--- config.mk ---
export PLATFORM = sky130hd
export DESIGN_NAME = mhp_host_port
export DESIGN_NICKNAME = d
export VERILOG_FILES = /design/src/mhp_pkg.sv /design/src/mhp_uart_rx.sv /design/src/mhp_host_port.sv
export VERILOG_INCLUDE_DIRS = /design/src /design/src/src
export SDC_FILE = /design/constraint.sdc
export NUM_CORES = 1
export LEC_CHECK = 0
export BUFFER_PORTS_ARGS = -buffer_cell sky130_fd_sc_hd__buf_2
export CORE_UTILIZATION = 50
export DETAILED_ROUTE_END_ITERATION = 6
export PLACE_DENSITY_LB_ADDON = 0.3
export SETUP_SLACK_MARGIN = 0.05
export SYNTH_ARGS = -nofsm -noshare
export SYNTH_HDL_FRONTEND = slang
export SYNTH_SLANG_ARGS = --single-unit
--- constraint.sdc ---
create_clock -name sys_clk_i -period 2.5 [get_ports sys_clk_i]
set_input_delay 0.25 -clock sys_clk_i [delete_from_list [all_inputs] [get_ports sys_clk_i]]
set_output_delay 0.25 -clock sys_clk_i [all_outputs]
set_load 0.01 [all_outputs]
--- src/mhp_consts.svh ---
// constants for the host port and power control block
`ifndef MHP_CONSTS_SVH
`define MHP_CONSTS_SVH
`define MHP_SEL_DATA 1'b0
`define MHP_SEL_CTRL 1'b1
`define MHP_CMD_RESET 8'hff
`define MHP_CMD_UART 8'h3f
`define MHP_ACK_BYTE 8'hfe
`define MHP_STAT_OUT_BUSY 6
`define MHP_STAT_IN_EMPTY 7
`define MHP_BAUD_NS 32000
`define MHP_CLK_NS 4
`define MHP_BIT_CYC ((`MHP_BAUD_NS) / (`MHP_CLK_NS))
`define MHP_RUN_DELAY 16
`endif

--- src/mhp_pkg.sv ---
// types for the host port and power control block
package mhp_pkg;
   typedef enum logic [2:0] {
      MHP_RX_IDLE = 3'b001,
      MHP_RX_DATA = 3'b010,
      MHP_RX_STOP = 3'b100
   } mhp_rx_e;
   typedef logic [7:0] mhp_byte_t;
endpackage

--- src/mhp_uart_rx.sv ---
// serial midi receiver, 8n1
`timescale 1ns/100ps
`include "mhp_consts.svh"
module mhp_uart_rx #(
   parameter int BIT_CYC = `MHP_BIT_CYC
) (
   input wire logic sys_clk_i,
   input wire logic srst_i,
   input wire logic rx_i,
   output mhp_pkg::mhp_byte_t data_o,
   output logic valid_o
);
   import mhp_pkg::*;
   // refuse a bit period too short to find the bit middle
   if (BIT_CYC < 4) begin : g_bad_bit
      $error("bit period too short");
   end
   mhp_rx_e state;
   logic [31:0] cnt;
   logic [2:0] bit_idx;
   mhp_byte_t shift;
   wire cnt_done = (cnt == 32'd0);
   // start bit taken on its falling edge, first data bit sampled mid-bit, data bits one period apart
   always_ff @(posedge sys_clk_i) begin
      valid_o <= 1'b0;
      if (srst_i) begin
         state <= MHP_RX_IDLE;
         cnt <= 32'd0;
         bit_idx <= 3'd0;
         shift <= 8'h00;
         data_o <= 8'h00;
      end else begin
         unique case (state)
            MHP_RX_IDLE: begin
               if (!rx_i) begin
                  state <= MHP_RX_DATA;
                  cnt <= 32'(BIT_CYC + BIT_CYC / 2 - 1);
                  bit_idx <= 3'd0;
               end
            end
            MHP_RX_DATA: begin
               if (cnt_done) begin
                  shift <= {rx_i, shift[7:1]};
                  cnt <= 32'(BIT_CYC - 1);
                  bit_idx <= bit_idx + 3'd1;
                  if (bit_idx == 3'd7) state <= MHP_RX_STOP;
               end else cnt <= cnt - 32'd1;
            end
            MHP_RX_STOP: begin
               if (cnt_done) begin
                  // a broken stop bit drops the byte
                  if (rx_i) begin
                     data_o <= shift;
                     valid_o <= 1'b1;
                  end
                  state <= MHP_RX_IDLE;
               end else cnt <= cnt - 32'd1;
            end
         endcase
      end
   end
endmodule

--- src/mhp_host_port.sv ---
// parallel host port with uart pass-through and power control
`timescale 1ns/100ps
`include "mhp_consts.svh"
// Function
// - with register select low, host reads and writes reach the data register.
// - with register select high, reads return status and writes load control.
// - the 8-bit data bus is driven or sampled only under chip select and the strobes.
// - after power-up or port reset, midi input feeds the synthesizer.
// - in uart mode received midi bytes go to the host data register instead.
// - while power-down is low every output but the bus enable (held high) is forced to 0.
// - while power-down is low clock generation is halted.
// - reset is active low and holds the port registers and receiver while low, but not the output stage.
// - the running output is high only while the synthesizer operates.
// - a buffered crystal clock copy is given out as converter master clock.
// - a read happens with chip select and read low; read rising edge acknowledges.
// - a write is captured on the write strobe rising edge, steered by select.
// - interrupt rises when a uart-mode midi byte or a command acknowledge is ready and clears when it is read.
// - the port answers only while chip select is low.
module mhp_host_port #(
   parameter int BIT_CYC = `MHP_BIT_CYC,
   parameter int RUN_DELAY = `MHP_RUN_DELAY
) (
   input wire logic sys_clk_i,
   input wire logic srst_i,
   input wire logic reset_n_i,
   input wire logic power_down_n_i,
   input wire logic chip_select_n_i,
   input wire logic read_n_i,
   input wire logic write_n_i,
   input wire logic register_select_i,
   input wire mhp_pkg::mhp_byte_t host_data_bus_i,
   output mhp_pkg::mhp_byte_t host_data_bus_o,
   output logic host_data_bus_oe_n_o,
   input wire logic midi_in_i,
   input wire logic crystal_clk_i,
   output logic irq_o,
   output logic run_o,
   output logic buffered_crystal_clock_out_o,
   output logic clock_gen_enable_o,
   output logic synth_midi_o
);
   import mhp_pkg::*;

   // refuse parameters the counters cannot serve: run_cnt is eight bits wide
   if (RUN_DELAY < 1 || RUN_DELAY > 255) begin : g_bad_run
      $error("run delay out of range");
   end
   // the receiver needs a few cycles a bit to find the middle of each bit
   if (BIT_CYC < 4) begin : g_bad_bit
      $error("bit period too short");
   end

   // strobe end: a low level seen under chip select, high again now
   function automatic logic strobe_end(input logic active_q, input logic now_n, input logic was_n);
      return active_q && now_n && !was_n;
   endfunction

   // register select decode, shared by the read and write paths
   function automatic logic sel_is_data(input logic sel);
      return sel == `MHP_SEL_DATA;
   endfunction

   // command decode, valid only on a control write
   function automatic logic cmd_hit(input logic ctrl_wr, input mhp_byte_t d, input mhp_byte_t code);
      return ctrl_wr && d == code;
   endfunction

   // status byte: only the empty flag can be set, the send side never stalls
   function automatic mhp_byte_t status_byte(input logic has_byte);
      mhp_byte_t s;
      s = 8'h00;
      s[`MHP_STAT_IN_EMPTY] = !has_byte;
      s[`MHP_STAT_OUT_BUSY] = 1'b0;
      return s;
   endfunction

   // every pin passes two flops, so a strobe edge is acted on two cycles after it
   // arrives and the registered outputs answer one cycle later; a host that holds a
   // strobe for less than one cycle low and one high may not be seen at all,
   // which is the price of keeping every pin out of the logic until it is settled

   // two-flop synchronisers for every pin input
   logic [6:0] sync1;
   logic [6:0] sync2;
   mhp_byte_t data_s1;
   mhp_byte_t data_s2;
   logic xtal_s1;
   logic xtal_s2;
   always_ff @(posedge sys_clk_i) begin
      sync1 <= {reset_n_i, power_down_n_i, chip_select_n_i, read_n_i, write_n_i, register_select_i, midi_in_i};
      sync2 <= sync1;
      data_s1 <= host_data_bus_i;
      data_s2 <= data_s1;
      xtal_s1 <= crystal_clk_i;
      xtal_s2 <= xtal_s1;
   end
   wire rst_n_s = sync2[6];
   wire power_down_n_n_s = sync2[5];
   wire cs_n_s = sync2[4];
   wire rd_n_s = sync2[3];
   wire wr_n_s = sync2[2];
   wire sel_s = sync2[1];
   wire midi_s = sync2[0];

   // previous strobe levels for edge detection, on synchronised copies only
   logic rd_n_q;
   logic wr_n_q;
   logic cs_rd_q;
   logic cs_wr_q;
   logic sel_q;
   always_ff @(posedge sys_clk_i) begin
      rd_n_q <= rd_n_s;
      wr_n_q <= wr_n_s;
      cs_rd_q <= !cs_n_s && !rd_n_s;
      cs_wr_q <= !cs_n_s && !wr_n_s;
      sel_q <= sel_s;
   end

   // power-down holds the port as well, so the reset pulse that must follow finds it clean
   // reset pin low
   wire hold_rst = srst_i || !rst_n_s || !power_down_n_n_s;

   // decoded strobe ends, each true for exactly one cycle
   // chip select gates cycles
   wire rd_ack = strobe_end(cs_rd_q, rd_n_s, rd_n_q);
   wire wr_cap = strobe_end(cs_wr_q, wr_n_s, wr_n_q);
   wire wr_data = wr_cap && sel_is_data(sel_q);
   wire wr_ctrl = wr_cap && sel_q == `MHP_SEL_CTRL;
   wire rd_data = rd_ack && sel_is_data(sel_q);

   // unknown control bytes change no mode; they only load the acknowledge byte
   wire cmd_reset = cmd_hit(wr_ctrl, data_s2, `MHP_CMD_RESET);
   wire cmd_uart = cmd_hit(wr_ctrl, data_s2, `MHP_CMD_UART);

   // the receiver runs in both modes; its bytes are kept only in uart mode
   mhp_byte_t rx_byte;
   logic rx_valid;
   mhp_uart_rx #(
      .BIT_CYC(BIT_CYC)
   ) u_rx (
      .sys_clk_i(sys_clk_i),
      .srst_i(hold_rst),
      .rx_i(midi_s),
      .data_o(rx_byte),
      .valid_o(rx_valid)
   );

   // port mode, read buffer and its full flag
   logic uart_mode;
   mhp_byte_t rd_buf;
   logic rd_full;
   logic out_byte;
   mhp_byte_t out_buf;
   logic [7:0] run_cnt;
   always_ff @(posedge sys_clk_i) begin
      if (hold_rst) begin
         uart_mode <= 1'b0;
         rd_buf <= 8'h00;
         rd_full <= 1'b0;
         out_byte <= 1'b0;
         out_buf <= 8'h00;
         run_cnt <= 8'h00;
      end else begin
         if (run_cnt != 8'(RUN_DELAY)) run_cnt <= run_cnt + 8'h01;
         if (cmd_reset) uart_mode <= 1'b0;
         else if (cmd_uart) uart_mode <= 1'b1;
         // the synthesizer engine lies outside this block, so a written byte is only latched
         if (wr_data) begin
            out_buf <= data_s2;
            out_byte <= 1'b1;
         end else out_byte <= 1'b0;
         // bytes to host in uart mode; new byte wins over read clear
         if (uart_mode && rx_valid) begin
            rd_buf <= rx_byte;
            rd_full <= 1'b1;
         end else if (wr_ctrl) begin
            // commands are answered with an acknowledge byte
            rd_buf <= `MHP_ACK_BYTE;
            rd_full <= 1'b1;
         end else if (rd_data) rd_full <= 1'b0;
      end
   end

   // output-stage decode: status, bus drive and running indication
   wire mhp_byte_t status = status_byte(rd_full);
   wire rd_active = !cs_n_s && !rd_n_s;
   wire running = power_down_n_n_s && !hold_rst && run_cnt == 8'(RUN_DELAY);

   // outputs forced low in power-down, bus enable forced high; all outputs registered
   always_ff @(posedge sys_clk_i) begin
      if (srst_i || !power_down_n_n_s) begin
         host_data_bus_o <= 8'h00;
         host_data_bus_oe_n_o <= 1'b1;
         irq_o <= 1'b0;
         run_o <= 1'b0;
         buffered_crystal_clock_out_o <= 1'b0;
         clock_gen_enable_o <= 1'b0;
         synth_midi_o <= 1'b0;
      end else begin
         // drive only during a selected read
         host_data_bus_oe_n_o <= !rd_active;
         // the mux follows select live, so a status read needs no extra strobe
         host_data_bus_o <= sel_is_data(sel_s) ? rd_buf : status;
         irq_o <= rd_full && !(rd_data);
         run_o <= running;
         buffered_crystal_clock_out_o <= xtal_s2;
         clock_gen_enable_o <= 1'b1;
         // idle-high line to synth in uart mode, midi copy otherwise
         synth_midi_o <= uart_mode ? 1'b1 : midi_s;
      end
   end
endmodule

# Word-level counts from Yosys, hierarchy flattened
# Cells that the tools add are included.
dict set report classes {
  n_addsub 3
  eq_ne 13
  mux 21
  bitwise_logic 3
  reduce_logical 40
}
# operator n
set ops {}
lappend ops {{2-to-1 mux 32 bit} 3}
lappend ops {{case mux 32 bit (3 select lines)} 1}
lappend ops {{zero test 32 bit} 1}
lappend ops {{subtractor 32 x 1 -> 32 bit, second input constant} 1}
lappend ops {{2-to-1 mux 8 bit} 3}
lappend ops {{2-to-1 mux 3 bit} 6}
lappend ops {{logical AND 1 bit} 14}
lappend ops {{zero test 1 bit} 11}
lappend ops {{case mux 3 bit (3 select lines)} 1}
lappend ops {{adder 8 x 1 -> 8 bit, second input constant} 1}
lappend ops {{equality test 8 x 5 -> 1 bit, second input constant} 1}
lappend ops {{equality test 8 x 6 -> 1 bit, second input constant} 1}
lappend ops {{equality test 8 bit, second input constant} 1}
lappend ops {{!= test 8 x 5 -> 1 bit, second input constant} 1}
lappend ops {{equality test 3 bit, second input constant} 2}
lappend ops {{2-to-1 mux 1 bit} 6}
lappend ops {{!= test 2 x 1 -> 1 bit, second input constant} 3}
lappend ops {{case mux 3 bit (2 select lines)} 1}
lappend ops {{AND reduction 3 bit} 2}
lappend ops {{!= test 2 bit, second input constant} 2}
lappend ops {{AND reduction 2 bit} 2}
lappend ops {{AND reduction 4 bit} 1}
lappend ops {{nonzero test 2 bit} 2}
lappend ops {{OR reduction 2 bit} 2}
lappend ops {{7 further kinds} 11}
dict set report totals {
  reg_bits 124
  in_bits 18
  out_inout_bits 14
  wordCells 109
}

# Logic depth before layout (Yosys ltp)
dict set report depth {
  ltp_word 6
  depth_mapped 11
  mapped_depth_nobuf 8
}

# Hierarchy
# A second synthesis with hierarchy kept.
dict set report unflattened {
  cells_unflattened 462
  area_unflattened_um2 4645.7
}
# mod n_inst cells_per_inst area_per_inst_um2
set modules_own_cells {}
lappend modules_own_cells {mhp_uart_rx 1 315 2737.6}
lappend modules_own_cells {mhp_host_port 1 147 1908.1}

# Least setup slack after synthesis
# Ideal clock, no wire load.
dict set report synth_path {
  path_kind {flip-flop to flip-flop}
  startpoint {register u_rx.cnt[0]}
  endpoint {register u_rx.cnt[22]}
  setup_ps 115
  t_arrival_ps 2264
  slack_ps 121
  stages_incl_launch_ff 11
  path_buffers 2
  synth_period_minus_slack_ps 2379
  path_cell_list {dfxtp_1 inv_1 ha_1 or4b_1 nor3_2 and4_1 buf_4 a21oi_1 o21ai_2 buf_4 nor2_1}
}
dict set report synth_via {
  elab_chain_cells 3
  elab_cells_between_ends 7
  cone_classes {add/sub (1); eq/ne (1); mux (3); reduce/logical (2)}
}
# element line
set synth_rtl {}
lappend synth_rtl {{start, declared} mhp_uart_rx.sv:19} ;# logic [31:0] cnt;
lappend synth_rtl {{start signal, assigned} mhp_uart_rx.sv:37} ;# cnt <= 32'(BIT_CYC + BIT_CYC / 2 - 1);
lappend synth_rtl {{start signal, assigned} mhp_uart_rx.sv:44} ;# cnt <= 32'(BIT_CYC - 1);
lappend synth_rtl {{start signal, assigned} mhp_uart_rx.sv:47} ;# end else cnt <= cnt - 32'd1;
lappend synth_rtl {{subtractor 32 x 1 -> 32 bit / zero test 32 bit (equally long branches)} {mhp_uart_rx.sv:47, mhp_uart_rx.sv:57, mhp_uart_rx.sv:22}}
lappend synth_rtl {{2-to-1 mux 32 bit, or another cell as far along} mhp_uart_rx.sv:50} ;# if (cnt_done) begin
lappend synth_rtl {{case mux 32 bit (3 select lines) / AND reduction 2 bit (equally long branches)} n/a}
# Parallel ways exist; a longest one is shown, timed or not. The select of a mux whose other input is x is not followed.
# A chain may end at the register's enable or synchronous reset.

# Worst setup path after layout
dict set report layout_path {
  startpoint {register u_rx.cnt[1]}
  endpoint {register u_rx.cnt[23]}
}
# Same word-level chain as after synthesis.

==> results.sh <==
export IMPL_setup_viol=0
export IMPL_final_area_um2=5599
export IMPL_total_leakage_power_nw=2.276
export IMPL_ys_async_sr_fraction_pct=0
export IMPL_cp_required_ps=2940
export IMPL_finalWirelength_um=8964
export IMPL_skew_ps=11.58
export IMPL_die_area_um2=9313
export IMPL_hold_class="in2reg"
export IMPL_drive_above_1_share_pct=20.56
export IMPL_syn_nets=479
export IMPL_routed_top_layer="met4"
export IMPL_p_comb_share_pct=6.9
export IMPL_place_ws_ps=-59.84
export IMPL_ys_seq_area_share_pct=55.59
export IMPL_worst_hold_slack_ps=101.1
export IMPL_end_kind="register"
export IMPL_cts_tree="yes"
export IMPL_synth_edf_count=0
export IMPL_fp_coreArea_um2=8678
export IMPL_synth_top_area_share_pct=55.59
export IMPL_syn_mean_instance_area_um2=9.793
export IMPL_wl_per_cell_um=13.94
export IMPL_rr_endpoint="u_rx.cnt[23]$_SDFFE_PP0P_"
export IMPL_ff2ff_path_depth=10
export IMPL_layout_nets=545
export IMPL_synth_most_common_cell="dfxtp_1"
export IMPL_synth_ff_type="dfxtp_1"
export IMPL_crit_type="reg2reg"
export IMPL_via_per_inst=5.364
export IMPL_pwr_share_clk_pct=50.0
export IMPL_fin_util_pct=64.52
export IMPL_drtAntennaViolNets=0
export IMPL_synth_area_um2=4466
export IMPL_area_delta_synth_final_pct=25.39
export IMPL_num_rows=34
export IMPL_switchingPower_mw=1.215
export IMPL_max_slew_margin_rel_pct=62.72
export IMPL_setup_ws_ps=126.3
export IMPL_ys_warn_count=0
export IMPL_crit_start="u_rx.cnt[1]$_SDFFE_PP0P_"
export IMPL_crit_fanout=19
export IMPL_grt_total_usage_pct=21.23
export IMPL_regArea_um2=2485
export IMPL_grt_pass1_vias=3304
export IMPL_pin_count=32
export IMPL_h_tree_depth=4
export IMPL_intPower_mw=3.552
export IMPL_route_met2_wl_um=4433
export IMPL_switching_share_pct=25.49
export IMPL_dpl_cell_area_um2=4822
export IMPL_tightest_slew_ps=559.3
export IMPL_chipWidth_um=96.51
export IMPL_multiInputGateArea_um2=1883
export IMPL_period_minus_slack_ps=2374
export IMPL_placed_cells=594
export IMPL_slew_viol_final=0
export IMPL_diodes=0
export IMPL_finalSetupTns_ps=0
export IMPL_layout_cells_non_filler=643
export IMPL_timing_rr_start="u_rx.cnt[1]$_SDFFE_PP0P_"
export IMPL_start_util_pct=51.46
export IMPL_grt_pass1_wl_um=14990
export IMPL_synth_top_area_cell="dfxtp_1"
export IMPL_rsz0062_at_grt="yes"
export IMPL_ys_seq_elements=124
export IMPL_yosysUniqueCellTypes=54
export IMPL_dp_hpwl_um=5735
export IMPL_power_density_nw_per_um2=851.4
export IMPL_cp_data_arrival_time_ps=2820
export IMPL_fp_dieH_um=96.51
export IMPL_globalRoute_totalOverflow=0
export IMPL_met1_length_um=4080
export IMPL_path_clk_slew_ps=60
export IMPL_grt_max_degree=25
export IMPL_finalHoldViolCount=0
export IMPL_antenna_found_initial=0
export IMPL_root_buffer="clkbuf_8"
export IMPL_max_freq_mhz=421.3
export IMPL_drc=0
export IMPL_netlist_instances=456
export IMPL_crit_end="u_rx.cnt[23]$_SDFFE_PP0P_"
export IMPL_synth_area_leaders="dfxtp_1, nor2_1, a21oi_1, nand2_1, xnor2_1"
export IMPL_status="finished clean"
export IMPL_ctsLongestPathBuffers=2
export IMPL_drt_pass1_iterations=4
export IMPL_wl_met3_um=357
export IMPL_drtIter0Drc=114
export IMPL_portBuffers=31
export IMPL_fin_crit_sh_pct=94.95
export IMPL_cts_sinks=124
export IMPL_seqPwrFrac_pct=43.1
export IMPL_synth_common_cells="dfxtp_1, nor2_1, nand2_1, a21oi_1"
export IMPL_crit_path_start_kind="register"
export IMPL_n_fill_cell=713
export IMPL_total_power_mw=4.767
export IMPL_gp_congestion=0.8507
export IMPL_peakVddDrop_mv=0.7058
export IMPL_vias=3449
export IMPL_cts_buffers=17
export IMPL_clkLatencyLatePin_ps=510
export IMPL_rrSetupSlack_ps=130
export IMPL_drv_cap=0
[logic make-up (layout without fill, tap and decap cells)]
group | count (synthesis) | in the layout | synth area share, %
mux | 10 | 10 | 2.242
xor+xnor | 18 | 18 | 3.530
fa+ha+maj | 5 | 5 | 1.401
buf+inv | 24 | 103 | 2.634
compound gates | 81 | 81 | 11.63
simple gates | 194 | 194 | 22.98
flops | 124 | 124 | 55.59
[area by class of cell]
| type | instances | share of cell area (%) |
|---|---|---|
| multi-input cells | 308 | 33.63 |
| clock buffers | 17 | 7.397 |
| clock inverters | 15 | 3.128 |
| flip-flops and latches | 124 | 44.38 |
| inverters | 7 | 0.4693 |
| repair buffers | 64 | 8.581 |
| well taps | 108 | 2.413 |
[flip-flops by register name (all words and copies together), names as in the netlist, 3 cells and up]
name,count
u_rx.cnt,32
data_s1,8
u_rx.bit_idx,3
sync1,7
u_rx.shift,8
run_cnt,8
u_rx.data_o,8
sync2,7
host_data_bus_o,8
rd_buf,8
data_s2,8
u_rx.state,3
[power groups by stage]
stage / Clock, mW / Sequential [mW] / Combinational, mW
floorplan: 0 / 2.09 / 0.215
global placement: 0 / 2.09 / 0.293
detailed placement: 0 / 2.10 / 0.298
CTS: 2.43 / 2.05 / 0.320
global route: 2.52 / 2.06 / 0.364
finish: 2.38 / 2.05 / 0.328
[per-layer routing]
metal  global-route usage (%)  up-vias
li1                         -     1749
met1                    26.44     1611
met2                    34.39       78
met3                    6.416       11
met4                    8.333        0
met5                        0        -
[what timing repair did]
item,in CTS,in global routing
setup endpoints to repair,8,42
resized for setup,2,7
endpoints found under the hold margin,16,0
hold buffers,16,0
buffers inserted,0,1
[worst min path at each step]
| stage | from | end | slack [ps] | cells past startpoint |
|---|---|---|---|---|
| after global routing | srst_i | synth_midi_o$_SDFF_PN0_ | 130 | 3 |
| after floorplan | host_data_bus_i[0] | data_s1[0]$_DFF_P_ | 280 | 0 |
| after global placement | data_s1[3]$_DFF_P_ | data_s2[3]$_DFF_P_ | 310 | 0 |
| final | srst_i | synth_midi_o$_SDFF_PN0_ | 100 | 3 |
| after CTS | srst_i | synth_midi_o$_SDFF_PN0_ | 80 | 3 |
| after detailed placement | sync1[0]$_DFF_P_ | sync2[0]$_DFF_P_ | 310 | 0 |
[worst max-delay path, cell delays in order, from the launching register on]
cell and delay (ps):
dfxtp_2 350, inv_1 50, ha_2 190, or4b_4 220, nor3_2 40, buf_4 160
and2_2 210, a21o_1 190, buf_12 150, or4_2 620, a21oi_2 150
[layout by cell type (no fill, tap or decap), types with 3 or more instances in the layout]
| cell type | netlist | routed |
|---|---|---|
| or3_1 | 4 | 4 |
| o221a_2 | 7 | 7 |
| inv_6 | 0 | 4 |
| o211ai_1 | 3 | 3 |
| nor2_1 | 58 | 58 |
| xnor2_1 | 13 | 13 |
| mux2i_1 | 10 | 10 |
| a21oi_1 | 36 | 34 |
| o21a_1 | 3 | 3 |
| nand4b_1 | 3 | 3 |
| inv_8 | 0 | 4 |
| o31ai_1 | 4 | 4 |
| buf_4 | 4 | 14 |
| a21o_1 | 4 | 4 |
| nand2b_1 | 3 | 3 |
| nor4_1 | 5 | 5 |
| and3_1 | 3 | 3 |
| and2_1 | 13 | 11 |
| inv_1 | 7 | 7 |
| dfxtp_1 | 124 | 122 |
| nand3_1 | 12 | 12 |
| xor2_1 | 5 | 5 |
| nor3b_1 | 4 | 4 |
| nand4_1 | 6 | 6 |
| clkbuf_16 | 0 | 16 |
| dlygate4sd3_1 | 0 | 16 |
| or4_1 | 6 | 6 |
| ha_1 | 5 | 4 |
| buf_2 | 4 | 31 |
| buf_12 | 0 | 3 |
| nor3_1 | 9 | 9 |
| o21ai_0 | 12 | 12 |
| or2_2 | 3 | 3 |
| nand2_1 | 48 | 48 |
Note: power is estimated with default switching activity, not from simulation.
